## config.mk

```make
export PLATFORM = sky130hd
export DESIGN_NAME = rfi_flag_irq
export DESIGN_NICKNAME = d
export VERILOG_FILES = /design/src/rfi_pkg.sv /design/src/rfi_flag_irq.sv
export SDC_FILE = /design/constraint.sdc
export NUM_CORES = 1
export LEC_CHECK = 0
export ABC_CLOCK_PERIOD_IN_PS = 4290
export BUFFER_PORTS_ARGS = -buffer_cell sky130_fd_sc_hd__buf_2
export CAP_MARGIN = 20
export CORE_MARGIN = 2
export CORE_UTILIZATION = 52
export DETAILED_ROUTE_END_ITERATION = 6
export GPL_TIMING_DRIVEN = 0
export PLACE_DENSITY = 0.78
export SLEW_MARGIN = 20
export SYNTH_ARGS = -nofsm -noshare
export SYNTH_HDL_FRONTEND = slang
export SYNTH_SLANG_ARGS = --single-unit
```

## constraint.sdc

```tcl
create_clock -name I_CORE_CLK -period 4.29 [get_ports I_CORE_CLK]
set_input_delay 0.2145 -clock I_CORE_CLK [delete_from_list [all_inputs] [get_ports I_CORE_CLK]]
set_output_delay 0.2145 -clock I_CORE_CLK [all_outputs]
set_load 0.1 [all_outputs]
```

## src/rfi_pkg.sv

```systemverilog
// Constants, register layout and state types for the flag and interrupt block
package rfi_pkg;

    // Register map, printed offsets on the 4-bit register port
    localparam logic [3:0] ADDR_INT_CTRL = 4'hf;
    localparam logic [3:0] ADDR_STATUS_FLAGS = 4'he;

    // Interrupt control field positions
    localparam int CTRL_SEL_HI_BIT = 7;
    localparam int CTRL_SEL_LO_BIT = 6;
    localparam int CTRL_UIE_BIT = 5;
    localparam int CTRL_TIE_BIT = 4;
    localparam int CTRL_AIE_BIT = 3;
    localparam int CTRL_EIE_BIT = 2;
    localparam int CTRL_WP_BIT = 1;
    localparam int CTRL_CNT_RST_BIT = 0;

    // Status flag field positions
    localparam int FLAG_UPDATE_BIT = 5;
    localparam int FLAG_TIMER_BIT = 4;
    localparam int FLAG_ALARM_BIT = 3;
    localparam int FLAG_EXT_EVENT_BIT = 2;
    localparam int FLAG_DATA_LOSS_BIT = 1;
    localparam int FLAG_COMP_STOP_BIT = 0;

    // Power-up values
    localparam logic [1:0] RST_COMP_INTERVAL_SEL = 2'h1;
    localparam logic RST_DATA_LOSS_FLAG = 1'b1;
    localparam logic RST_COMP_STOP_FLAG = 1'b1;
    localparam logic RST_EXT_EVENT_IRQ_ENABLE = 1'b0;
    localparam logic RST_OTHER_BITS = 1'b0;

    // Compensation interval codes
    localparam logic [1:0] COMP_INTERVAL_0P5S = 2'h0;
    localparam logic [1:0] COMP_INTERVAL_2S = 2'h1;
    localparam logic [1:0] COMP_INTERVAL_10S = 2'h2;
    localparam logic [1:0] COMP_INTERVAL_30S = 2'h3;

    // Auto-release timing
    localparam longint CLK_PERIOD_NS = 50;
    localparam longint AUTO_RELEASE_NS = 7800000;
    localparam int RELEASE_CNT_W = 18;
    localparam logic [RELEASE_CNT_W-1:0] AUTO_RELEASE_CYCLES =
        RELEASE_CNT_W'(AUTO_RELEASE_NS / CLK_PERIOD_NS);

    // Hardware event pulses, one cycle each
    typedef struct packed {
        logic update;
        logic timer;
        logic alarm;
        logic ext_event;
        logic data_loss;
        logic comp_stop;
    } rfi_events_t;

    // Status flags, same order as the register
    typedef struct packed {
        logic update_flag;
        logic timer_flag;
        logic alarm_flag;
        logic ext_event_flag;
        logic data_loss_flag;
        logic comp_stop_flag;
    } rfi_flags_t;

    // Interrupt control bits
    typedef struct packed {
        logic comp_interval_sel_hi;
        logic comp_interval_sel_lo;
        logic update_irq_enable;
        logic timer_irq_enable;
        logic alarm_irq_enable;
        logic ext_event_irq_enable;
        logic counter_reset;
    } rfi_ctrl_t;

    // Whole block state
    typedef struct packed {
        rfi_flags_t flags;
        rfi_ctrl_t ctrl;
        logic [RELEASE_CNT_W-1:0] update_cnt;
        logic [RELEASE_CNT_W-1:0] timer_cnt;
        logic ext_req;
        logic int_oe_n;
        logic int_out;
        logic [7:0] rdata;
    } rfi_state_t;

endpackage : rfi_pkg

```

## src/rfi_flag_irq.sv

```systemverilog
// Status flags, interrupt enables and shared open-drain interrupt output
// Functional notes
// - Event flag sets on event, held till 0-write
// - Data-loss flag sets on loss, held till 0-write
// - Data-loss flag reads 1 after power-up
// - Data-loss flag: write 0 clears, 1 ignored
// - Compensation-stop flag sets, held, 1 at power-up
// - Compensation-stop flag: write 0 clears, 1 ignored
// - Control bit 1 write-protected, reads zero
// - Interval select: 0.5, 2, 10, 30 s
// - Power-up: interval 01, event enable 0, bit1 0
// - Update rise drives pin low if enabled
// - Update request self-releases after 7.8 ms
// - Timer rise drives pin low if enabled
// - Timer request self-releases within 7.8 ms
// - Alarm rise drives pin low if enabled
// - Alarm request holds until alarm flag cleared
// - Clearing an enable cancels its request at once
// - Pin is OR of all enabled requests
// - Update, timer, alarm flags set, held till 0-write
// - Event flag rise drives pin low if enabled
//
// Chosen here: the strobed register port.
`timescale 1ns/10ps
`default_nettype none

module rfi_flag_irq
    import rfi_pkg::*;
#(
    parameter logic [RELEASE_CNT_W-1:0] RELEASE_CYCLES = AUTO_RELEASE_CYCLES
) (
    // Clock and reset
    input wire logic I_CORE_CLK,
    input wire logic I_RSTN,
    // Register port
    input wire logic [3:0] I_ADDR,
    input wire logic [7:0] I_WDATA,
    input wire logic I_WR,
    input wire logic I_RD,
    output logic [7:0] O_RDATA,
    // Hardware event pulses
    input wire rfi_events_t I_EVENTS,
    // Control outputs to the clock core
    output logic [1:0] O_COMP_INTERVAL_SEL,
    output logic O_COUNTER_RESET,
    // Open-drain interrupt pin
    output logic O_INT_OUT,
    output logic O_INT_OE_N
);

    rfi_state_t cur;
    rfi_state_t next_cur;

    // Decoded accesses and flag bookkeeping
    logic wr_ctrl;
    logic wr_flags;
    logic rd_ctrl;
    logic rd_flags;
    rfi_flags_t flag_clr;
    rfi_flags_t flag_set;
    rfi_flags_t flag_rise;
    logic alarm_req;
    logic any_req;

    // Register decode
    always_comb begin
        wr_ctrl = I_WR && (I_ADDR == ADDR_INT_CTRL);
        wr_flags = I_WR && (I_ADDR == ADDR_STATUS_FLAGS);
        rd_ctrl = I_RD && (I_ADDR == ADDR_INT_CTRL);
        rd_flags = I_RD && (I_ADDR == ADDR_STATUS_FLAGS);
    end

    // Event pulses mapped onto the flags they set
    always_comb begin
        flag_set.update_flag = I_EVENTS.update;
        flag_set.timer_flag = I_EVENTS.timer;
        flag_set.alarm_flag = I_EVENTS.alarm;
        flag_set.ext_event_flag = I_EVENTS.ext_event;
        flag_set.data_loss_flag = I_EVENTS.data_loss;
        flag_set.comp_stop_flag = I_EVENTS.comp_stop;
    end

    // Zero written to a flag bit clears it; a one is ignored
    always_comb begin
        flag_clr.update_flag = wr_flags && !I_WDATA[FLAG_UPDATE_BIT];
        flag_clr.timer_flag = wr_flags && !I_WDATA[FLAG_TIMER_BIT];
        flag_clr.alarm_flag = wr_flags && !I_WDATA[FLAG_ALARM_BIT];
        flag_clr.ext_event_flag = wr_flags && !I_WDATA[FLAG_EXT_EVENT_BIT];
        flag_clr.data_loss_flag = wr_flags && !I_WDATA[FLAG_DATA_LOSS_BIT];
        flag_clr.comp_stop_flag = wr_flags && !I_WDATA[FLAG_COMP_STOP_BIT];
    end

    // A fresh event counts as a rise even when it lands on a clear
    always_comb begin
        flag_rise = flag_set & (~cur.flags | flag_clr);
    end

    // Next state
    always_comb begin
        next_cur = cur;

        // Set wins over clear so no event is lost
        next_cur.flags = (cur.flags & ~flag_clr) | flag_set;

        // Control write; bit 1 has no storage at all
        if (wr_ctrl) begin
            next_cur.ctrl.comp_interval_sel_hi = I_WDATA[CTRL_SEL_HI_BIT];
            next_cur.ctrl.comp_interval_sel_lo = I_WDATA[CTRL_SEL_LO_BIT];
            next_cur.ctrl.update_irq_enable = I_WDATA[CTRL_UIE_BIT];
            next_cur.ctrl.timer_irq_enable = I_WDATA[CTRL_TIE_BIT];
            next_cur.ctrl.alarm_irq_enable = I_WDATA[CTRL_AIE_BIT];
            next_cur.ctrl.ext_event_irq_enable = I_WDATA[CTRL_EIE_BIT];
            next_cur.ctrl.counter_reset = I_WDATA[CTRL_CNT_RST_BIT];
        end

        // Update request: loaded on an enabled rise, runs down to release
        if (!next_cur.ctrl.update_irq_enable || !next_cur.flags.update_flag) begin
            next_cur.update_cnt = '0;
        end else if (flag_rise.update_flag) begin
            next_cur.update_cnt = RELEASE_CYCLES;
        end else if (cur.update_cnt != '0) begin
            next_cur.update_cnt = cur.update_cnt - RELEASE_CNT_W'(1);
        end

        // Timer request: same shape, release bound is the same window
        if (!next_cur.ctrl.timer_irq_enable || !next_cur.flags.timer_flag) begin
            next_cur.timer_cnt = '0;
        end else if (flag_rise.timer_flag) begin
            next_cur.timer_cnt = RELEASE_CYCLES;
        end else if (cur.timer_cnt != '0) begin
            next_cur.timer_cnt = cur.timer_cnt - RELEASE_CNT_W'(1);
        end

        // External event request holds with its flag, no timeout
        if (!next_cur.ctrl.ext_event_irq_enable || !next_cur.flags.ext_event_flag) begin
            next_cur.ext_req = 1'b0;
        end else if (flag_rise.ext_event_flag) begin
            next_cur.ext_req = 1'b1;
        end

        // Read data stands only in the cycle after the strobe
        if (rd_ctrl) begin
            next_cur.rdata = {cur.ctrl.comp_interval_sel_hi, cur.ctrl.comp_interval_sel_lo,
                cur.ctrl.update_irq_enable, cur.ctrl.timer_irq_enable,
                cur.ctrl.alarm_irq_enable, cur.ctrl.ext_event_irq_enable,
                1'b0, cur.ctrl.counter_reset};
        end else if (rd_flags) begin
            next_cur.rdata = {2'h0, cur.flags};
        end else begin
            next_cur.rdata = 8'h00;
        end

        // Alarm request follows flag and enable with no timeout
        alarm_req = next_cur.flags.alarm_flag && next_cur.ctrl.alarm_irq_enable;

        // Requests merged here, not in a separate process, so no loop through next_cur
        any_req = (next_cur.update_cnt != '0) || (next_cur.timer_cnt != '0)
            || alarm_req || next_cur.ext_req;

        // Pin level only ever low; the enable decides if it is driven
        next_cur.int_out = 1'b0;
        next_cur.int_oe_n = !any_req;
    end

    // State register; power-up values loaded by reset
    always_ff @(posedge I_CORE_CLK or negedge I_RSTN) begin
        if (!I_RSTN) begin
            cur.flags.update_flag <= RST_OTHER_BITS;
            cur.flags.timer_flag <= RST_OTHER_BITS;
            cur.flags.alarm_flag <= RST_OTHER_BITS;
            cur.flags.ext_event_flag <= RST_OTHER_BITS;
            cur.flags.data_loss_flag <= RST_DATA_LOSS_FLAG;
            cur.flags.comp_stop_flag <= RST_COMP_STOP_FLAG;
            cur.ctrl.comp_interval_sel_hi <= RST_COMP_INTERVAL_SEL[1];
            cur.ctrl.comp_interval_sel_lo <= RST_COMP_INTERVAL_SEL[0];
            cur.ctrl.update_irq_enable <= RST_OTHER_BITS;
            cur.ctrl.timer_irq_enable <= RST_OTHER_BITS;
            cur.ctrl.alarm_irq_enable <= RST_OTHER_BITS;
            cur.ctrl.ext_event_irq_enable <= RST_EXT_EVENT_IRQ_ENABLE;
            cur.ctrl.counter_reset <= RST_OTHER_BITS;
            cur.update_cnt <= '0;
            cur.timer_cnt <= '0;
            cur.ext_req <= 1'b0;
            cur.int_oe_n <= 1'b1;
            cur.int_out <= 1'b0;
            cur.rdata <= 8'h00;
        end else begin
            cur <= next_cur;
        end
    end

    // Outputs straight from the state register
    assign O_RDATA = cur.rdata;
    assign O_COMP_INTERVAL_SEL = {cur.ctrl.comp_interval_sel_hi,
        cur.ctrl.comp_interval_sel_lo};
    assign O_COUNTER_RESET = cur.ctrl.counter_reset;
    assign O_INT_OUT = cur.int_out;
    assign O_INT_OE_N = cur.int_oe_n;

endmodule : rfi_flag_irq

`default_nettype wire

```

### Word level (Yosys, flattened, before mapping)

Cells that the tools add are included.

* reductions and logical operators: 34
* multiplexer cells: 11
* equality and inequality tests: 2
* bitwise gates (word level): 6
* add/sub/neg operators: 2

Operators with widths (number)
* $mux 18: 6
* $reduce_bool 18->1: 4
* $sub 18x1->18 const B: 2
* $logic_not 1->1: 13
* $and 6x6->6: 2
* $not 6->6: 2
* $or 6x6->6: 2
* $logic_and 1x1->1: 11
* $eq 4x4->1 const B: 2
* $mux 8: 1
* $logic_or 1x1->1: 6
* $mux 6: 1
* $mux 5: 1
* $mux 1: 2

* bits in registers: 59
* word-level logic and storage cells: 73
* output and inout port bits: 13
* bits of input ports: 22

### Depth between registers and ports, before layout

* depth in word-level cells: 14
* gate-level depth with buffers: 10
* gate-level depth less buffers: 9

### Worst setup path after synthesis

No wires, ideal clock.

* path kind: register -> register
* start point: register cur[11] (netlist bit)
* end point: register cur, in the netlist O_INT_OE_N
* required time: 4.200 ns
* setup slack: 1.304 ns
* period minus slack after synthesis: 2.986 ns
* arrival: 2.896 ns
* buffers on the path: 0
* cell stages (with the launch flop): 10
* library setup time: 0.090 ns
* path through: dfrtp_1 -> inv_1 -> ha_1 -> or4b_1 -> or2_2 -> nor3_4 -> mux2i_1 -> a31oi_1 -> or4_1 -> nor4_2

RTL lines
* start, declared: line rfi_flag_irq.sv:51 `rfi_state_t cur;`
* start signal, assigned: line rfi_flag_irq.sv:188 `cur <= next_cur;`

==> impl_metrics.prom <==
# TYPE chip_impl_metric gauge
chip_impl_metric{name="finalWorstSetupSlack",unit="ns"} 0.6799
chip_impl_metric{name="max_freq",unit="MHz"} 277.0
chip_impl_metric{name="gr-usage-met3",unit="%"} 5.467
chip_impl_metric{name="min_path_cells",unit=""} 2
chip_impl_metric{name="p_leak",unit="nW"} 1.634
chip_impl_info{name="run_status",value="finished, final reports clean"} 1
chip_impl_info{name="post_synth_most_frequent_cells",value="55 x sky130_fd_sc_hd__dfrtp_1, 37 x sky130_fd_sc_hd__nor2_1, 17 x sky130_fd_sc_hd__a21oi_1, 17 x sky130_fd_sc_hd__o21ai_0"} 1
chip_impl_metric{name="post-route-min-period",unit="ns"} 3.610
chip_impl_metric{name="synth_compound_gate_area_share",unit="%"} 13.80
chip_impl_metric{name="timing.max_slew.rel_slack",unit="%"} 33.56
chip_impl_metric{name="clk_pin_slew_worst_paths",unit="ns"} 0.07
chip_impl_metric{name="synthCells",unit=""} 337
chip_impl_metric{name="post_synth_xor_area_fraction",unit="%"} 3.746
chip_impl_metric{name="globalRoute.totalOverflow",unit=""} 0
chip_impl_metric{name="first_global_vias",unit=""} 2634
chip_impl_metric{name="antenna-diode-count",unit=""} 0
chip_impl_metric{name="synth.area.mux_share",unit="%"} 6.116
chip_impl_metric{name="ioPinCount",unit=""} 35
chip_impl_metric{name="synth-edff-count",unit=""} 0
chip_impl_metric{name="critPathArrivalTime",unit="ns"} 3.86
chip_impl_metric{name="cts_num_sinks",unit=""} 59
chip_impl_metric{name="groute.usage.overall",unit="%"} 22.70
chip_impl_metric{name="cts_max_level",unit=""} 3
chip_impl_metric{name="cts_buffers",unit=""} 9
chip_impl_metric{name="irDropWorstVdd",unit="mV"} 0.4122
chip_impl_metric{name="finalClockSkew",unit="ns"} 0.005461
chip_impl_metric{name="grt_max_degree",unit=""} 60
chip_impl_metric{name="hold_violations",unit=""} 0
chip_impl_info{name="dominant_combinational_cell_family_by_area_after_synthesis",value="simple AND/OR/NAND/NOR gates"} 1
chip_impl_info{name="min_path_type",value="input pin to register"} 1
chip_impl_metric{name="finalWirelength",unit="mm"} 7.385
chip_impl_metric{name="post_drt_wl_per_cell",unit="µm"} 16.05
chip_impl_metric{name="required",unit="ns"} 4.54
chip_impl_info{name="synthMostInstantiatedCell",value="sky130_fd_sc_hd__dfrtp_1"} 1
chip_impl_metric{name="synth.yosys.warnings",unit=""} 0
chip_impl_metric{name="met1_usage",unit="%"} 28.98
chip_impl_metric{name="cp_max_fo",unit=""} 8
chip_impl_metric{name="synth.net_count",unit=""} 361
chip_impl_info{name="timing.setup.critical_path_class",value="register to register"} 1
chip_impl_metric{name="dr.first_iter.drc_count",unit=""} 207
chip_impl_metric{name="pre_cts_ws",unit="ns"} 0.7242
chip_impl_metric{name="drv.max_cap_violation_count",unit=""} 0
chip_impl_metric{name="finalSetupViolations",unit=""} 0
chip_impl_metric{name="numPortBuffers",unit=""} 32
chip_impl_metric{name="drt.antenna.violating_nets",unit=""} 0
chip_impl_info{name="grt_setup_unrepaired",value="false"} 1
chip_impl_info{name="min_from",value="I_EVENTS[0]"} 1
chip_impl_metric{name="netlist.area_leader.share",unit="%"} 42.05
chip_impl_metric{name="reg2reg_depth",unit=""} 10
chip_impl_info{name="grt_most_used_layer",value="met2"} 1
chip_impl_metric{name="yosys.cell_types.count",unit=""} 56
chip_impl_info{name="top_post_synthesis_cells_by_area",value="sky130_fd_sc_hd__dfrtp_1 42%, sky130_fd_sc_hd__nor2_1 4.2%, sky130_fd_sc_hd__xnor2_1 3.5%, sky130_fd_sc_hd__mux2i_1 3.4%, sky130_fd_sc_hd__dfstp_2 3.2%"} 1
chip_impl_metric{name="dr_total_vias",unit=""} 2747
chip_impl_metric{name="cts_setup_buffers",unit=""} 0
chip_impl_metric{name="antenna_found_initial",unit=""} 0
chip_impl_metric{name="clock_path_buffers",unit=""} 2
chip_impl_metric{name="drive_above_1_share",unit="%"} 23.12
chip_impl_metric{name="p_per_area",unit="nW/µm²"} 712.0
chip_impl_metric{name="standard_cell_row_count",unit=""} 28
chip_impl_metric{name="post-route-cell-area",unit="µm²"} 3707
chip_impl_info{name="crit-reg2reg-launch",value="cur[29]$_DFF_PN0_"} 1
chip_impl_metric{name="post_dp_cell_area",unit="µm²"} 3530
chip_impl_metric{name="grt.met2_usage",unit="%"} 37.10
chip_impl_metric{name="max_slew.worst_pin.slew",unit="ns"} 0.9945
chip_impl_metric{name="async_flop_share",unit="%"} 100.0
chip_impl_metric{name="post_synth_instance_area",unit="µm²"} 3273
chip_impl_metric{name="setup-tns-final",unit="ns"} 0
chip_impl_info{name="startpoint_class_of_the_critical_path",value="register"} 1
chip_impl_metric{name="gpl.final_weighted_congestion",unit=""} 0.8666
chip_impl_metric{name="final_net_count",unit=""} 405
chip_impl_metric{name="clock_insertion_delay_worst_skew",unit="ns"} 0.34
chip_impl_metric{name="ys_seq_elements",unit=""} 59
chip_impl_metric{name="cts_repair_resize_count",unit=""} 0
chip_impl_metric{name="yosysSeqAreaShare",unit="%"} 45.26
chip_impl_metric{name="dieWidth",unit="µm"} 83.34
chip_impl_metric{name="floorplan.initialDensity",unit="%"} 54.64
chip_impl_metric{name="coreArea",unit="µm²"} 5991
chip_impl_metric{name="timing_max_transition_violations_final",unit=""} 0
chip_impl_metric{name="wire_length_of_the_first_global_routing_pass",unit="mm"} 12.61
chip_impl_info{name="setup.worst_path.start",value="cur[29]$_DFF_PN0_"} 1
chip_impl_metric{name="synthesis.area_per_instance",unit="µm²"} 9.713
chip_impl_info{name="worstSetupEndpointType",value="register"} 1
chip_impl_info{name="yosys_most_used_dff",value="sky130_fd_sc_hd__dfrtp_1"} 1
chip_impl_info{name="cts.root.buffer_cell",value="sky130_fd_sc_hd__clkbuf_8"} 1
chip_impl_metric{name="area_growth_syn_to_layout",unit="%"} 13.26
chip_impl_metric{name="drt_drc",unit=""} 0
chip_impl_metric{name="fraction_of_the_mapped_netlist_area_in_adder_cells",unit="%"} 0.7645
chip_impl_info{name="synthDominantAreaCellType",value="sky130_fd_sc_hd__dfrtp_1"} 1
chip_impl_metric{name="fp.dieArea",unit="µm²"} 6945
chip_impl_metric{name="dpl.hpwl",unit="mm"} 5.198
chip_impl_metric{name="die_h",unit="µm"} 83.34
chip_impl_metric{name="vias_per_cell",unit=""} 5.972
chip_impl_metric{name="nFillCells",unit=""} 511
chip_impl_metric{name="detailedRoute.firstPassIterationCount",unit=""} 5
chip_impl_info{name="tritoncts",value="yes"} 1
chip_impl_metric{name="final.period_utilization",unit="%"} 84.15
chip_impl_metric{name="post_synth_and_or_nand_nor_area_fraction",unit="%"} 25.69
==> worst max-delay path, cell delays in order, from the launching register on <==
cell and delay (ns):
sky130_fd_sc_hd__dfrtp_1 0.40, sky130_fd_sc_hd__inv_1 0.11, sky130_fd_sc_hd__ha_1 0.21, sky130_fd_sc_hd__nor3b_1 0.82
sky130_fd_sc_hd__and4_1 0.30, sky130_fd_sc_hd__clkbuf_1 0.23, sky130_fd_sc_hd__a2111oi_0 0.12, sky130_fd_sc_hd__o311ai_0 0.37
sky130_fd_sc_hd__o21ai_0 0.16, sky130_fd_sc_hd__or4_1 0.51, sky130_fd_sc_hd__nor4_2 0.28
==> where the power goes <==
group	leakage, nW	internal, W	switching [W]
combinational	0.787	0.000549	0.000882
sequential	0.764	0.000669	0.000106
clock	0.0839	0.000218	0.000215
==> per-layer routing <==
| metal | wire (µm) | vias up |
|---|---|---|
| met1 | 3359 | 1325 |
| met2 | 3575 | 82 |
| li1 | - | 1322 |
| met4 | 182 | 0 |
| met3 | 268 | 18 |
| met5 | 0 | - |
==> cells by family (layout without fill, tap and decap cells) <==
logic type	count (synthesis)	count (layout)
AND/OR/NAND/NOR	144	144
AO/OA/AOI/OAI	70	70
flip-flops	59	59
buffers and inverters	28	76
multiplexers	19	19
XOR/XNOR	14	14
adder cells (fa/ha/maj)	2	2
other	1	1
==> registers in the layout (all words and copies together), names as in the netlist <==
signal and cells:
O_COMP_INTERVAL_SEL 2, O_INT_OE_N 1, O_COUNTER_RESET 1, cur 47, O_RDATA 8
==> stage by stage <==
stage          utilization, %  total power, W  std cells  hold WS [ns]
2_1_floorplan               -        0.001882        337      -0.08109
3_3_place_gp            58.88        0.002147        444        0.4053
3_5_place_dp            58.92        0.002182        444        0.3324
4_1_cts                 61.88        0.002634        460       0.05497
5_1_grt                 61.88        0.002830        460       0.06689
6_report                61.88        0.002639        460       0.07174
==> worst paths after layout <==
path                                          endpoint  slack, ns
max in group asynchronous            cur[22]$_DFF_PN0_       3.31
hold reg to reg                      cur[55]$_DFF_PN1_       0.49
setup reg to reg                  O_INT_OE_N$_DFF_PN1_       0.68
hold / removal                       cur[54]$_DFF_PN1_       0.07
setup / recovery                  O_INT_OE_N$_DFF_PN1_       0.68
min in group asynchronous  O_COUNTER_RESET$_DFFE_PN0P_       0.47
==> cells in the final DEF, fill, tap and decap left out, drive strengths merged, types with 9 or more instances in the layout <==
master	count
clkbuf	20
buf	44
o21ai	19
mux2i	11
nor4	12
dfrtp	55
nand2b	9
o31ai	9
a21oi	17
nor2	37
nor3	16
xnor2	13
nand2	10
or4	9
==> cell type report <==
class,count,area [µm²],share of cell area [%]
Buffer,22,125.1,3.375
Clock buffer,10,137.6,3.712
Clock inverter,5,30.03,0.8100
Inverter,6,22.52,0.6075
Multi-Input combinational cell,250,1644,44.35
Sequential cell,59,1481,39.96
Tap cell,75,93.84,2.531
Timing Repair Buffer,33,172.7,4.657
==> timing repair <==
item	CTS	global route
endpoints found under the hold margin	55	0
hold buffers	1	0
endpoints found under the setup margin	0	0
Power figures use the tool's default switching activity.
